### config.mk
export PLATFORM = sky130hd
export DESIGN_NAME = atr_router
export DESIGN_NICKNAME = d
export VERILOG_FILES = /design/src/hw/atr_pkg.sv /design/src/hw/atr_router.sv
export SDC_FILE = /design/constraint.sdc
export NUM_CORES = 1
export LEC_CHECK = 0
export BUFFER_PORTS_ARGS = -buffer_cell sky130_fd_sc_hd__buf_4
export CAP_MARGIN = 20
export CORE_ASPECT_RATIO = 1.5
export CORE_MARGIN = 5
export CORE_UTILIZATION = 40
export CTS_BUF_LIST = sky130_fd_sc_hd__clkbuf_4 sky130_fd_sc_hd__clkbuf_8
export CTS_CLUSTER_SIZE = 30
export DETAILED_ROUTE_END_ITERATION = 7
export PLACE_DENSITY = 0.65
export SKIP_CTS_REPAIR_TIMING = 1
export SLEW_MARGIN = 10
export SYNTH_ARGS = -nofsm -noshare
export SYNTH_HDL_FRONTEND = slang
export SYNTH_SLANG_ARGS = --single-unit
### constraint.sdc
create_clock -name mclk -period 7.5 [get_ports mclk]
set_clock_uncertainty 0.05 [all_clocks]
set_input_delay 0.375 -clock mclk [delete_from_list [all_inputs] [get_ports mclk]]
set_output_delay 0.375 -clock mclk [all_outputs]
set_load 0.01 [all_outputs]
### src/hw/atr_pkg.sv
// shared constants and types for the acquisition timing and trigger router
package atr_pkg;

  // ************************************************************
  // input map and counts
  // ************************************************************
  localparam int          NUM_IN     = 13;
  localparam int          NUM_TRIG   = 8;
  localparam int          NUM_UFT    = 2;
  localparam int          SRC_W      = 4;
  localparam int          FN_W       = 16;
  localparam int          DIV_W      = 16;
  localparam logic [3:0]  SRC_TRIG0  = 4'h0;
  localparam logic [3:0]  SRC_STAR   = 4'h8;
  localparam logic [3:0]  SRC_DSTARA = 4'h9;
  localparam logic [3:0]  SRC_DSTARB = 4'ha;
  localparam logic [3:0]  SRC_UFT0   = 4'hb;
  localparam logic [3:0]  SRC_UFT1   = 4'hc;

  // ************************************************************
  // output selections for a user function terminal
  // ************************************************************
  localparam logic [3:0]  OSEL_REF   = 4'h0;
  localparam logic [3:0]  OSEL_SCLK  = 4'h1;
  localparam logic [3:0]  OSEL_START = 4'h2;
  localparam logic [3:0]  OSEL_PAUSE = 4'h3;
  localparam logic [3:0]  OSEL_STAR  = 4'h4;
  localparam logic [3:0]  OSEL_TRIG0 = 4'h5;

  // ************************************************************
  // filter timing: 100 MHz filter clock made from 125 MHz
  // ************************************************************
  localparam int          MCLK_MHZ   = 125;
  localparam int          FCLK_MHZ   = 100;
  localparam logic [7:0]  ACC_ADD    = 8'(FCLK_MHZ);
  localparam logic [7:0]  ACC_MOD    = 8'(MCLK_MHZ);
  localparam logic [FN_W-1:0] N_SHORT  = 16'h0009;
  localparam logic [FN_W-1:0] N_MEDIUM = 16'h0200;
  localparam logic [DIV_W-1:0] DIV_RESET = 16'h0064;

  typedef enum logic [1:0] {
    ATR_FLT_OFF,
    ATR_FLT_SHORT,
    ATR_FLT_MEDIUM,
    ATR_FLT_CUSTOM
  } atr_flt_mode_t;

  typedef enum logic [1:0] {
    ATR_ROLE_NONE,
    ATR_ROLE_MASTER,
    ATR_ROLE_SLAVE
  } atr_role_t;

  typedef struct packed {
    atr_flt_mode_t         mode;
    logic [FN_W-1:0]       n;
  } atr_flt_cfg_t;

  // one routed acquisition function: source, inversion, from terminal
  typedef struct packed {
    logic                  ext;
    logic [SRC_W-1:0]      src;
    logic                  invert;
  } atr_route_t;

  typedef struct packed {
    logic                  is_out;
    logic [SRC_W-1:0]      sel;
  } atr_uft_cfg_t;

endpackage

### src/hw/atr_router.sv
// timing, trigger routing and input filtering of an acquisition module
`timescale 1ns/1ps

// Functional notes
// - sample clock derives from internal 100 MHz timebase, lockable to backplane reference.
// - external sample clock selectable from trig lines, terminals, star, star A or B.
// - external clock combined with averaging, auto-zero or chopping is refused.
// - acquisition starts on selectable rising or falling edge of a digital trigger.
// - each user terminal is configured separately as timing input or output.
// - input terminals route to sample clock, start, reference, pause or timebase.
// - routed terminal inputs may be inverted.
// - pause trigger is level sensitive and holds acquisition while active.
// - output terminal driven from ref, sample clock, start, pause, star or trig line.
// - every input has a debounce filter sampled on each filter clock tick.
// - filtered output changes only after N consecutive samples at the new level.
// - filter adds at most one filter clock period of jitter.
// - filter settings off, short N=9, medium N=512, custom N, at 100 MHz.
// - each input holds its own filter setting; reset clears filtered levels and counts, not the filt_cfg settings.
// - master and slave both build sample clock from shared backplane reference.
// - an armed slave begins on the master's start trigger.
module atr_router
  import atr_pkg::*;
#(
  parameter int CNT_W = FN_W
) (
  input  wire logic                   mclk,
  input  wire logic                   reset,
  input  wire logic [NUM_TRIG-1:0]    trig_in,
  output logic      [NUM_TRIG-1:0]    trig_out,
  output logic      [NUM_TRIG-1:0]    trig_oe,
  input  wire logic                   star_in,
  input  wire logic                   dstar_a_in,
  input  wire logic                   dstar_b_in,
  input  wire logic [NUM_UFT-1:0]     user_function_terminal_in,
  output logic      [NUM_UFT-1:0]     user_function_terminal_out,
  output logic      [NUM_UFT-1:0]     user_function_terminal_oe,
  input  wire logic                   ref_clk_in,
  input  wire logic                   ref_lock,
  input  wire atr_flt_cfg_t [NUM_IN-1:0] filt_cfg,
  input  wire atr_uft_cfg_t [NUM_UFT-1:0] uft_cfg,
  input  wire atr_route_t             route_sclk,
  input  wire atr_route_t             route_start,
  input  wire atr_route_t             route_ref,
  input  wire atr_route_t             route_pause,
  input  wire atr_route_t             route_tbase,
  input  wire logic                   start_falling,
  input  wire logic [DIV_W-1:0]       sample_div,
  input  wire logic                   avg_en,
  input  wire logic                   autozero_en,
  input  wire logic                   chop_en,
  input  wire atr_role_t              sync_role,
  input  wire logic [2:0]             master_trig_line,
  input  wire logic                   arm,
  input  wire logic                   sw_start,
  input  wire logic                   stop,
  output logic                        acq_sample_clock,
  output logic                        acq_start_trigger,
  output logic                        acq_reference_trigger,
  output logic                        acq_pause_trigger,
  output logic                        acq_sample_timebase,
  output logic                        acq_armed,
  output logic                        acq_running,
  output logic                        cfg_refused,
  output logic [NUM_IN-1:0]           filtered
);

  // ************************************************************
  // state
  // ************************************************************
  typedef enum logic [1:0] {
    ATR_IDLE,
    ATR_ARMED,
    ATR_RUN
  } atr_state_t;

  typedef struct packed {
    atr_state_t                    state;
    logic [7:0]                    acc;
    logic                          ref_q;
    logic [NUM_IN-1:0]             flt;
    logic [NUM_IN-1:0][CNT_W-1:0]  cnt;
    logic                          sclk_q;
    logic                          start_q;
    logic                          ref_src_q;
    logic                          tb_q;
    logic [DIV_W-1:0]              div;
    logic                          sclk;
    logic                          start;
    logic                          reft;
    logic                          pause;
    logic                          tbase;
    logic                          refused;
    logic [NUM_UFT-1:0]            uft_out;
    logic [NUM_UFT-1:0]            uft_oe;
    logic [NUM_TRIG-1:0]           trig_out;
    logic [NUM_TRIG-1:0]           trig_oe;
  } atr_regs_t;

  atr_regs_t r;
  atr_regs_t next_r;

  // ************************************************************
  // helpers
  // ************************************************************
  function automatic logic pick_src(input logic [NUM_IN-1:0] v,
                                    input logic [SRC_W-1:0]  s);
    pick_src = (s < SRC_W'(NUM_IN)) ? v[s] : 1'b0;
  endfunction

  function automatic logic [CNT_W-1:0] flt_len(input atr_flt_cfg_t c);
    case (c.mode)
      ATR_FLT_SHORT:  flt_len = CNT_W'(N_SHORT);
      ATR_FLT_MEDIUM: flt_len = CNT_W'(N_MEDIUM);
      ATR_FLT_CUSTOM: flt_len = CNT_W'(c.n);
      default:        flt_len = '0;
    endcase
  endfunction

  // routed level of one function, inversion applied; gone when not routed
  function automatic logic route_lvl(input atr_route_t    rt,
                                     input logic [NUM_IN-1:0] v);
    route_lvl = rt.ext ? (pick_src(v, rt.src) ^ rt.invert) : 1'b0;
  endfunction

  // ************************************************************
  // next state
  // ************************************************************
  logic [NUM_IN-1:0] raw;
  logic [8:0]        acc_sum;
  logic              fclk_tick;
  logic              tb_tick;
  logic              ext_sclk;
  logic              bad_cfg;
  logic              lv_sclk;
  logic              lv_start;
  logic              lv_ref;
  logic              lv_tb;
  logic              start_edge;
  logic              go;
  logic [CNT_W-1:0]  nlen;

  always_comb begin
    next_r     = r;
    raw        = {user_function_terminal_in, dstar_b_in, dstar_a_in, star_in, trig_in};
    // terminals configured as outputs feed no function
    for (int u = 0; u < NUM_UFT; u++) begin
      if (uft_cfg[u].is_out) begin
        raw[int'(SRC_UFT0) + u] = 1'b0;
      end
    end
    // internal 100 MHz tick from 125 MHz: 4 of every 5 cycles
    acc_sum    = {1'b0, r.acc} + {1'b0, ACC_ADD};
    fclk_tick  = 1'b0;
    next_r.ref_q = ref_clk_in;
    if (ref_lock) begin
      fclk_tick = ref_clk_in & ~r.ref_q;
    end else if (acc_sum >= {1'b0, ACC_MOD}) begin
      fclk_tick  = 1'b1;
      next_r.acc = 8'(acc_sum - {1'b0, ACC_MOD});
    end else begin
      next_r.acc = acc_sum[7:0];
    end
    if (!ref_lock && acc_sum < {1'b0, ACC_MOD}) begin
      next_r.acc = acc_sum[7:0];
    end

    // debounce filters, one per input, each with its own setting
    for (int i = 0; i < NUM_IN; i++) begin
      nlen = flt_len(filt_cfg[i]);
      if (filt_cfg[i].mode == ATR_FLT_OFF) begin
        next_r.flt[i] = raw[i];
        next_r.cnt[i] = '0;
      end else if (fclk_tick) begin
        if (raw[i] == r.flt[i]) begin
          next_r.cnt[i] = '0;
        end else if (r.cnt[i] + CNT_W'(1) >= nlen) begin
          next_r.flt[i] = raw[i];
          next_r.cnt[i] = '0;
        end else begin
          next_r.cnt[i] = r.cnt[i] + CNT_W'(1);
        end
      end
    end

    // routed function levels from filtered inputs
    lv_sclk   = route_lvl(route_sclk, r.flt);
    lv_start  = route_lvl(route_start, r.flt);
    lv_ref    = route_lvl(route_ref, r.flt);
    lv_tb     = route_lvl(route_tbase, r.flt);
    next_r.sclk_q    = lv_sclk;
    next_r.start_q   = lv_start;
    next_r.ref_src_q = lv_ref;
    next_r.tb_q      = lv_tb;
    next_r.pause     = route_lvl(route_pause, r.flt);

    ext_sclk = route_sclk.ext;
    bad_cfg  = ext_sclk & (avg_en | autozero_en | chop_en);
    next_r.refused = bad_cfg;

    start_edge = start_falling ? (r.start_q & ~lv_start)
                               : (~r.start_q & lv_start);

    // timebase: internal tick or routed terminal edge
    tb_tick      = route_tbase.ext ? (lv_tb & ~r.tb_q) : fclk_tick;
    next_r.tbase = tb_tick;

    next_r.sclk  = 1'b0;
    next_r.start = 1'b0;
    next_r.reft  = 1'b0;
    go           = 1'b0;

    case (r.state)
      ATR_IDLE: begin
        next_r.div = '0;
        if (arm && !bad_cfg) begin
          next_r.state = ATR_ARMED;
        end
      end
      ATR_ARMED: begin
        next_r.div = '0;
        case (sync_role)
          ATR_ROLE_SLAVE:  go = start_edge;
          ATR_ROLE_MASTER: go = sw_start;
          default:         go = sw_start | start_edge;
        endcase
        if (stop || bad_cfg) begin
          next_r.state = ATR_IDLE;
        end else if (go) begin
          next_r.state = ATR_RUN;
          next_r.start = 1'b1;
        end
      end
      ATR_RUN: begin
        if (stop || bad_cfg) begin
          next_r.state = ATR_IDLE;
        end else begin
          next_r.reft = lv_ref & ~r.ref_src_q;
          if (ext_sclk) begin
            next_r.sclk = lv_sclk & ~r.sclk_q & ~r.pause;
          end else if (tb_tick) begin
            if (r.div + DIV_W'(1) >= sample_div) begin
              next_r.div  = '0;
              next_r.sclk = ~r.pause;
            end else begin
              next_r.div = r.div + DIV_W'(1);
            end
          end
        end
      end
      default: begin
        next_r.state = ATR_IDLE;
      end
    endcase

    // user terminals as outputs
    for (int u = 0; u < NUM_UFT; u++) begin
      next_r.uft_oe[u] = uft_cfg[u].is_out;
      case (uft_cfg[u].sel)
        OSEL_REF:   next_r.uft_out[u] = next_r.reft;
        OSEL_SCLK:  next_r.uft_out[u] = next_r.sclk;
        OSEL_START: next_r.uft_out[u] = next_r.start;
        OSEL_PAUSE: next_r.uft_out[u] = next_r.pause;
        OSEL_STAR:  next_r.uft_out[u] = r.flt[SRC_STAR];
        default: begin
          if (uft_cfg[u].sel >= OSEL_TRIG0 &&
              uft_cfg[u].sel < OSEL_TRIG0 + SRC_W'(NUM_TRIG)) begin
            next_r.uft_out[u] = r.flt[3'(uft_cfg[u].sel - OSEL_TRIG0)];
          end else begin
            next_r.uft_out[u] = 1'b0;
          end
        end
      endcase
      if (!uft_cfg[u].is_out) begin
        next_r.uft_out[u] = 1'b0;
      end
    end

    // master shares its start on one backplane trigger line
    next_r.trig_oe  = '0;
    next_r.trig_out = '0;
    if (sync_role == ATR_ROLE_MASTER) begin
      next_r.trig_oe[master_trig_line]  = 1'b1;
      next_r.trig_out[master_trig_line] = next_r.start;
    end

    if (reset) begin
      next_r         = '0;
      next_r.state   = ATR_IDLE;
      next_r.div     = DIV_RESET;
    end
  end

  always_ff @(posedge mclk) begin
    r <= next_r;
  end

  // ************************************************************
  // outputs
  // ************************************************************
  assign acq_sample_clock           = r.sclk;
  assign acq_start_trigger          = r.start;
  assign acq_reference_trigger      = r.reft;
  assign acq_pause_trigger          = r.pause;
  assign acq_sample_timebase        = r.tbase;
  assign acq_armed                  = (r.state == ATR_ARMED);
  assign acq_running                = (r.state == ATR_RUN);
  assign cfg_refused                = r.refused;
  assign filtered                   = r.flt;
  assign user_function_terminal_out = r.uft_out;
  assign user_function_terminal_oe  = r.uft_oe;
  assign trig_out                   = r.trig_out;
  assign trig_oe                    = r.trig_oe;

endmodule // atr_router

* Yosys cells after proc, flatten, opt, wreduce, memory -nomap -nowiden
Index checks and enable logic that the tools add are counted.
** Operators by class
- Add/sub/neg operators :: 18
- $mul :: 0
- Div/mod/pow operators :: 0
- Order comparisons :: 34
- Equality and inequality tests :: 84
- Shifts and indexed selects :: 0
- Mux-type cells :: 150
- Bitwise operators :: 27
- Reduce and logical (&&, ||, !) cells :: 83
** Operator list (number)
- one-hot mux 16 bit (3 select lines) :: 13
- two-way mux 16 bit :: 28
- adder 16 x 1 -> 16 bit (second input constant) :: 14
- greater-or-equal comparator 16 bit :: 14
- two-way mux 1 bit :: 87
- equality test 2 bit (second input constant) :: 28
- nonzero test 2 bit :: 27
- AND reduction 3 bit :: 14
- two-way mux 17 bit :: 2
- OR reduction 2 bit :: 17
- inequality test 2 bit (second input constant) :: 16
- one-hot mux 16 bit (2 select lines) :: 1
- equality test 2 x 1 -> 1 bit (second input constant) :: 15
- zero test 2 bit :: 14
- less-than comparator 4 bit (second input constant) :: 7
- less-than comparator 4 x 5 -> 1 bit (second input constant) :: 5
- two-way mux 8 bit :: 3
- binary-select mux 1 bit (select 4 bit) :: 5
- equality test 4 x 2 -> 1 bit (second input constant) :: 4
- equality test 1 bit :: 13
- less-than comparator 3 x 5 -> 1 bit (second input constant) :: 2
- NOT 1 bit :: 10
- one-hot mux 1 bit (5 select lines) :: 2
- adder 8 x 7 -> 9 bit (second input constant) :: 1
- 25 further kinds :: 54
** Word-level totals
- Bits in registers :: 278
- Latch bits :: 0
- Memory bits (writable) :: 0
- Memory bits (read-only) :: 0
- Input port bits :: 319
- Output and inout port bits :: 41
- Word-level logic and storage cells :: 441
- Memories :: 0

* Logic depth before layout (Yosys ltp)
- Depth in word-level cells :: 15
- Gate-level depth with buffers :: 18

* Worst setup path before layout
Ideal clock, no wire load.
- Path kind :: reg-to-reg
- Start :: register r[222] in the netlist's numbering
- End :: register r[224] in the netlist's numbering
- Setup time :: 57 ps
- Arrival time :: 3531 ps
- Data required time :: 7393 ps
- Path slack :: 3862 ps
- Cell stages (with the launch flop) :: 18
- Buffers on the path :: 2
- Path through :: dfxtp_1 > ha_1 > and3_1 > and3_1 > and3_1 > and3_1 > clkbuf_1 > nand3_1 > xnor2_1 > ha_1 > nand4_1 > nor2_1 > and2_0 > a311o_1 > or3_1 > clkbuf_1 > nor3b_1 > a21o_1
** On the way
- Longest elaborated chain between the ends :: 4
** Ends and longest elaborated chain
- start, declared :: RTL line atr_router.sv:99 : atr_regs_t r;
- start signal, assigned :: RTL line atr_router.sv:294 : r <= next_r;
- adder 16 x 1 -> 16 bit * :: RTL line atr_router.sv:176, atr_router.sv:180
- greater-or-equal comparator 16 bit :: RTL line atr_router.sv:176 : end else if (r.cnt[i] + CNT_W'(1) >= nlen) begin
- two-way mux 16 bit * :: RTL line atr_router.sv:176
- two-way mux 16 bit * :: RTL line atr_router.sv:174 : if (raw[i] == r.flt[i]) begin
Every way passes the cells marked *; elsewhere a longest branch is shown, timed or not.
A chain may end at the register's enable or synchronous reset.

* Worst setup path in the final report
- Start :: register r[28] in the netlist's numbering
- End :: register r[26] in the netlist's numbering
** On the way
- Longest elaborated chain between the ends :: 7
** Ends and longest elaborated chain
- adder 16 x 1 -> 16 bit :: RTL line atr_router.sv:241 : if (r.div + DIV_W'(1) >= sample_div) begin
- greater-or-equal comparator 16 bit :: RTL line atr_router.sv:241
- two-way mux 16 bit :: RTL line atr_router.sv:241
- two-way mux 17 bit :: RTL line atr_router.sv:240 : end else if (tb_tick) begin
- two-way mux 16 bit :: RTL line atr_router.sv:238 : if (ext_sclk) begin
- two-way mux 17 bit :: RTL line atr_router.sv:234 : if (stop || bad_cfg) begin
- one-hot mux 16 bit (2 select lines) :: RTL line atr_router.sv:212 : case (r.state)
Every way passes these cells. The select of a mux whose other input is x is not followed.

==> run metrics <==
status finished, violations left; violated checks hold timing; Worst setup startpoint r[28]$_SDFFE_PP1P_; startpoint of the lowest-slack hold path trig_in[6]; number of buffers and inverters on the critical path 0; core area about 53000 um2; Clock H-tree levels 2; FMAX between 0.2 and 0.25 GHz; Area Growth Syn to Fin 19.0%; number of library cell types mapped by synthesis between 80 and 90; via count roughly 20000; Synth Instances 2629; number of nets produced by synthesis approximately 3200; Setup crit end kind register; final setup TNS 0 ns; Peak supply drop 0.116 mV; commonest cells after routing, fill and taps aside 370 x sky130_fd_sc_hd__buf_4, 302 x sky130_fd_sc_hd__nand2_1, 278 x sky130_fd_sc_hd__dfxtp_1; routed wirelength normalized by instance count roughly 17 um; cell depth of the worst flop-to-flop path 15; HPWL after DPL between 40000 and 50000 um; number of nets in the final layout 3509; final slew viol count 0; via density per instance about 5.5; pwr/cell area 141 nW/um2; maximum number of pins on one net before global-route repair 57; residual antenna-violating net count after detailed routing 0; Worst Setup Slack post-DPL around 3.3 ns; final critical-path required period approximately 4.3 ns; setup slack of the worst register-to-register path 3.17 ns; total power draw ~0.0036 W; Crit Path Class register to register; overall track demand over capacity in global routing 0.205; share of cells above drive strength 1 0.176; area fraction in compound gates after synthesis 0.191; Starting Density 0.402; most frequent standard cell in the layout excluding fill and tap cells sky130_fd_sc_hd__buf_4; dominant combinational cell family by area after synthesis simple AND/OR/NAND/NOR gates; adder-cell share of the synthesized area 0.148; CP peak stage delay between 0.4 and 0.5 ns; vias in the first global route roughly 20000; wire length reported by the detailed router ~63000 um; arrival time worst endpoint 4.80 ns; Chip Height just under 300 um; total congestion overflow 0; post-synthesis cell area about 22000 um2; slew at the pin closest to its max-slew limit between 0.9 and 1 ns; Clock transition at path regs 0.07 ns; detailed-routing iteration count for the pre-antenna-repair pass 5; global-route wire length before repair about 100000 um; sequential cell area fraction in the yosys report 0.259; worst-path cell chain and3_1 -> and2_1 -> and4_1 -> and3_1 -> nand3_1 -> nor2_1 -> xor2_1 -> ha_1 -> a21o_1 -> a21o_1 -> a21o_1 -> a211oi_1 -> o2111ai_2 -> nor3_4 -> mux2_2; count of buffers from port buffering ~360; sinks on the clock net approximately 280; RePlAce Congestion between 0.8 and 0.9; setup repair after global routing missed its margin false; multiplexer share of the synthesized area 0.0377; data required time of the worst path ~8 ns; area share of the largest cell type after synthesis 0.259; Crit Reg-Reg Startpoint r[28]$_SDFFE_PP1P_; kind of cell with the highest combined delay on the critical path simple AND/OR/NAND/NOR gates; number of ports placed on the die boundary between 300 and 400; CP endpoint r[26]$_SDFFE_PP0P_; number of enable-type register cells in the synthesized netlist 0; total DRC errors in the routed layout 0; maximum fanout count along the critical path 10; Synth Area in Simple Gates 0.246; ys flop type sky130_fd_sc_hd__dfxtp_1; Tcrit/Tclk final 0.577; xor/xnor cell area share of the yosys netlist 0.0778; clock insertion delay at the later pin of the skew report about 0.6 ns; cell types occupying the most area after synthesis sky130_fd_sc_hd__dfxtp_1 26%, sky130_fd_sc_hd__ha_1 15%, sky130_fd_sc_hd__nand2_1 5.3%; initial antenna violation count 8; clock tree from TritonCTS yes; hold_ws -0.00288 ns; CTS Buf Count between 40 and 50; floorplan row count 104; crit path setup slack, layout about 3.2 ns; clock root cell sky130_fd_sc_hd__clkbuf_8; post-synthesis register bit count between 200 and 300; worst relative slew slack 0.339; DIE WIDTH roughly 200 um; yosys warns 0; max-capacitance violation count 0; CTS Buffer Depth 3; worst hold path class input port to register; ys async rst share 0; violation count after the first detailed-routing iteration between 800 and 900; top cell type by total area after synthesis sky130_fd_sc_hd__dfxtp_1; leak pwr approximately 13 nW; final hold viol count 1; Die Area approximately 59000 um2; cell count along the critical path 15; kind of launch point of the worst setup path register; capturing point of the worst reg2reg path r[26]$_SDFFE_PP0P_; average cell area after synthesis just over 8 um2; Most Frequent Cell on Critical Path sky130_fd_sc_hd__a21o_1; number of setup violations in the final report 0; Crit-path slowest cell sky130_fd_sc_hd__o2111ai_2
==> Yosys cell counts, types with 11 or more instances <==
| cell type | n |
|---|---|
| sky130_fd_sc_hd__buf_2 | 23 |
| sky130_fd_sc_hd__mux4_2 | 14 |
| sky130_fd_sc_hd__nor2b_1 | 42 |
| sky130_fd_sc_hd__nand4_1 | 39 |
| sky130_fd_sc_hd__or2_2 | 23 |
| sky130_fd_sc_hd__and4_1 | 11 |
| sky130_fd_sc_hd__dfxtp_1 | 278 |
| sky130_fd_sc_hd__a21o_1 | 119 |
| sky130_fd_sc_hd__nor3_1 | 19 |
| sky130_fd_sc_hd__xnor2_1 | 93 |
| sky130_fd_sc_hd__and2_1 | 24 |
| sky130_fd_sc_hd__o21a_1 | 22 |
| sky130_fd_sc_hd__a221oi_1 | 12 |
| sky130_fd_sc_hd__or3_1 | 21 |
| sky130_fd_sc_hd__o21ai_0 | 129 |
| sky130_fd_sc_hd__nand2_1 | 302 |
| sky130_fd_sc_hd__nor2_1 | 236 |
| sky130_fd_sc_hd__clkbuf_1 | 57 |
| sky130_fd_sc_hd__a22o_1 | 21 |
| sky130_fd_sc_hd__nand3_1 | 96 |
| sky130_fd_sc_hd__mux2i_1 | 39 |
| sky130_fd_sc_hd__o21bai_1 | 13 |
| sky130_fd_sc_hd__buf_4 | 34 |
| sky130_fd_sc_hd__a32o_1 | 17 |
| sky130_fd_sc_hd__nor3b_1 | 45 |
| sky130_fd_sc_hd__a22oi_1 | 88 |
| sky130_fd_sc_hd__inv_1 | 64 |
| sky130_fd_sc_hd__xor2_1 | 98 |
| sky130_fd_sc_hd__nand2b_1 | 48 |
| sky130_fd_sc_hd__ha_1 | 254 |
| sky130_fd_sc_hd__a21oi_1 | 92 |
| sky130_fd_sc_hd__nor4_1 | 11 |
| sky130_fd_sc_hd__and3_1 | 103 |
==> cell type report <==
class,instances,area [um2]
inverter,64,240
tap,689,862
multi-input combinational,2165,15100
antenna,7,17.5
timing repair buffer,380,2880
fill,5241,27900
sequential,278,5570
clock buffer,70,888
clock inverter,11,86.3
==> worst min-delay path, delay by kind of cell <==
| family | cells | cell delay (ns) |
|---|---|---|
| buf+inv | 1 | 0.09 |
| simple gates | 1 | 0.07 |
| mux | 1 | 0.05 |
==> logic make-up (layout without fill, tap and decap cells) <==
family | after synthesis | in the layout
simple gates | 1059 | 1059
compound gates | 599 | 599
flops | 278 | 278
fa+ha+maj | 254 | 254
xor+xnor | 191 | 191
buf+inv | 186 | 525
mux | 62 | 62
other cells | 0 | 7
==> metrics by stage <==
stage                     hold slack, ns  utilization  area, um2  cells
final                           -0.00288        0.479      25600   3664
after global routing            0.000565        0.479      25600   3661
after floorplan                    0.399            -      21500   2629
after detailed placement           0.425        0.458      24500   3566
after CTS                        -0.0939        0.476      25500   3647
after global placement             0.416        0.458      24500   3566
==> power by group <==
group          internal (W)  switching, W
clock              0.000791      0.000654
combinational      0.000283      0.000352
sequential          0.00150     0.0000376
==> layer usage <==
layer  GRT usage  vias up  share of wire
met1       0.234     9523           0.39
met3      0.0350      128          0.061
met4      0.0814        2          0.037
met5           0        -        0.00011
met2       0.377      510           0.51
li1            -    10100              -
==> state kept, by name, indices dropped and copies added (netlist names) <==
signal / flops
r: 239
filtered: 13
trig_oe: 8
trig_out: 8
user_function_terminal_oe: 2
user_function_terminal_out: 2
acq_pause_trigger: 1
acq_reference_trigger: 1
acq_sample_clock: 1
acq_sample_timebase: 1
acq_start_trigger: 1
cfg_refused: 1
==> worst min-delay path by stage <==
| stage | end | slack, ns | cells after the start |
|---|---|---|---|
| after global placement | r[115]$_SDFFE_PP0N_ | 0.42 | 2 |
| after detailed placement | r[115]$_SDFFE_PP0N_ | 0.42 | 2 |
| final | filtered[6]$_SDFFE_PP0P_ | -0.003 | 3 |
| after CTS | trig_oe[0]$_SDFF_PP0_ | -0.09 | 2 |
| after global routing | r[45]$_SDFF_PP0_ | 0.0006 | 3 |
| after floorplan | r[115]$_SDFFE_PP0N_ | 0.40 | 2 |
No activity file was read; power rests on OpenSTA's default activity.
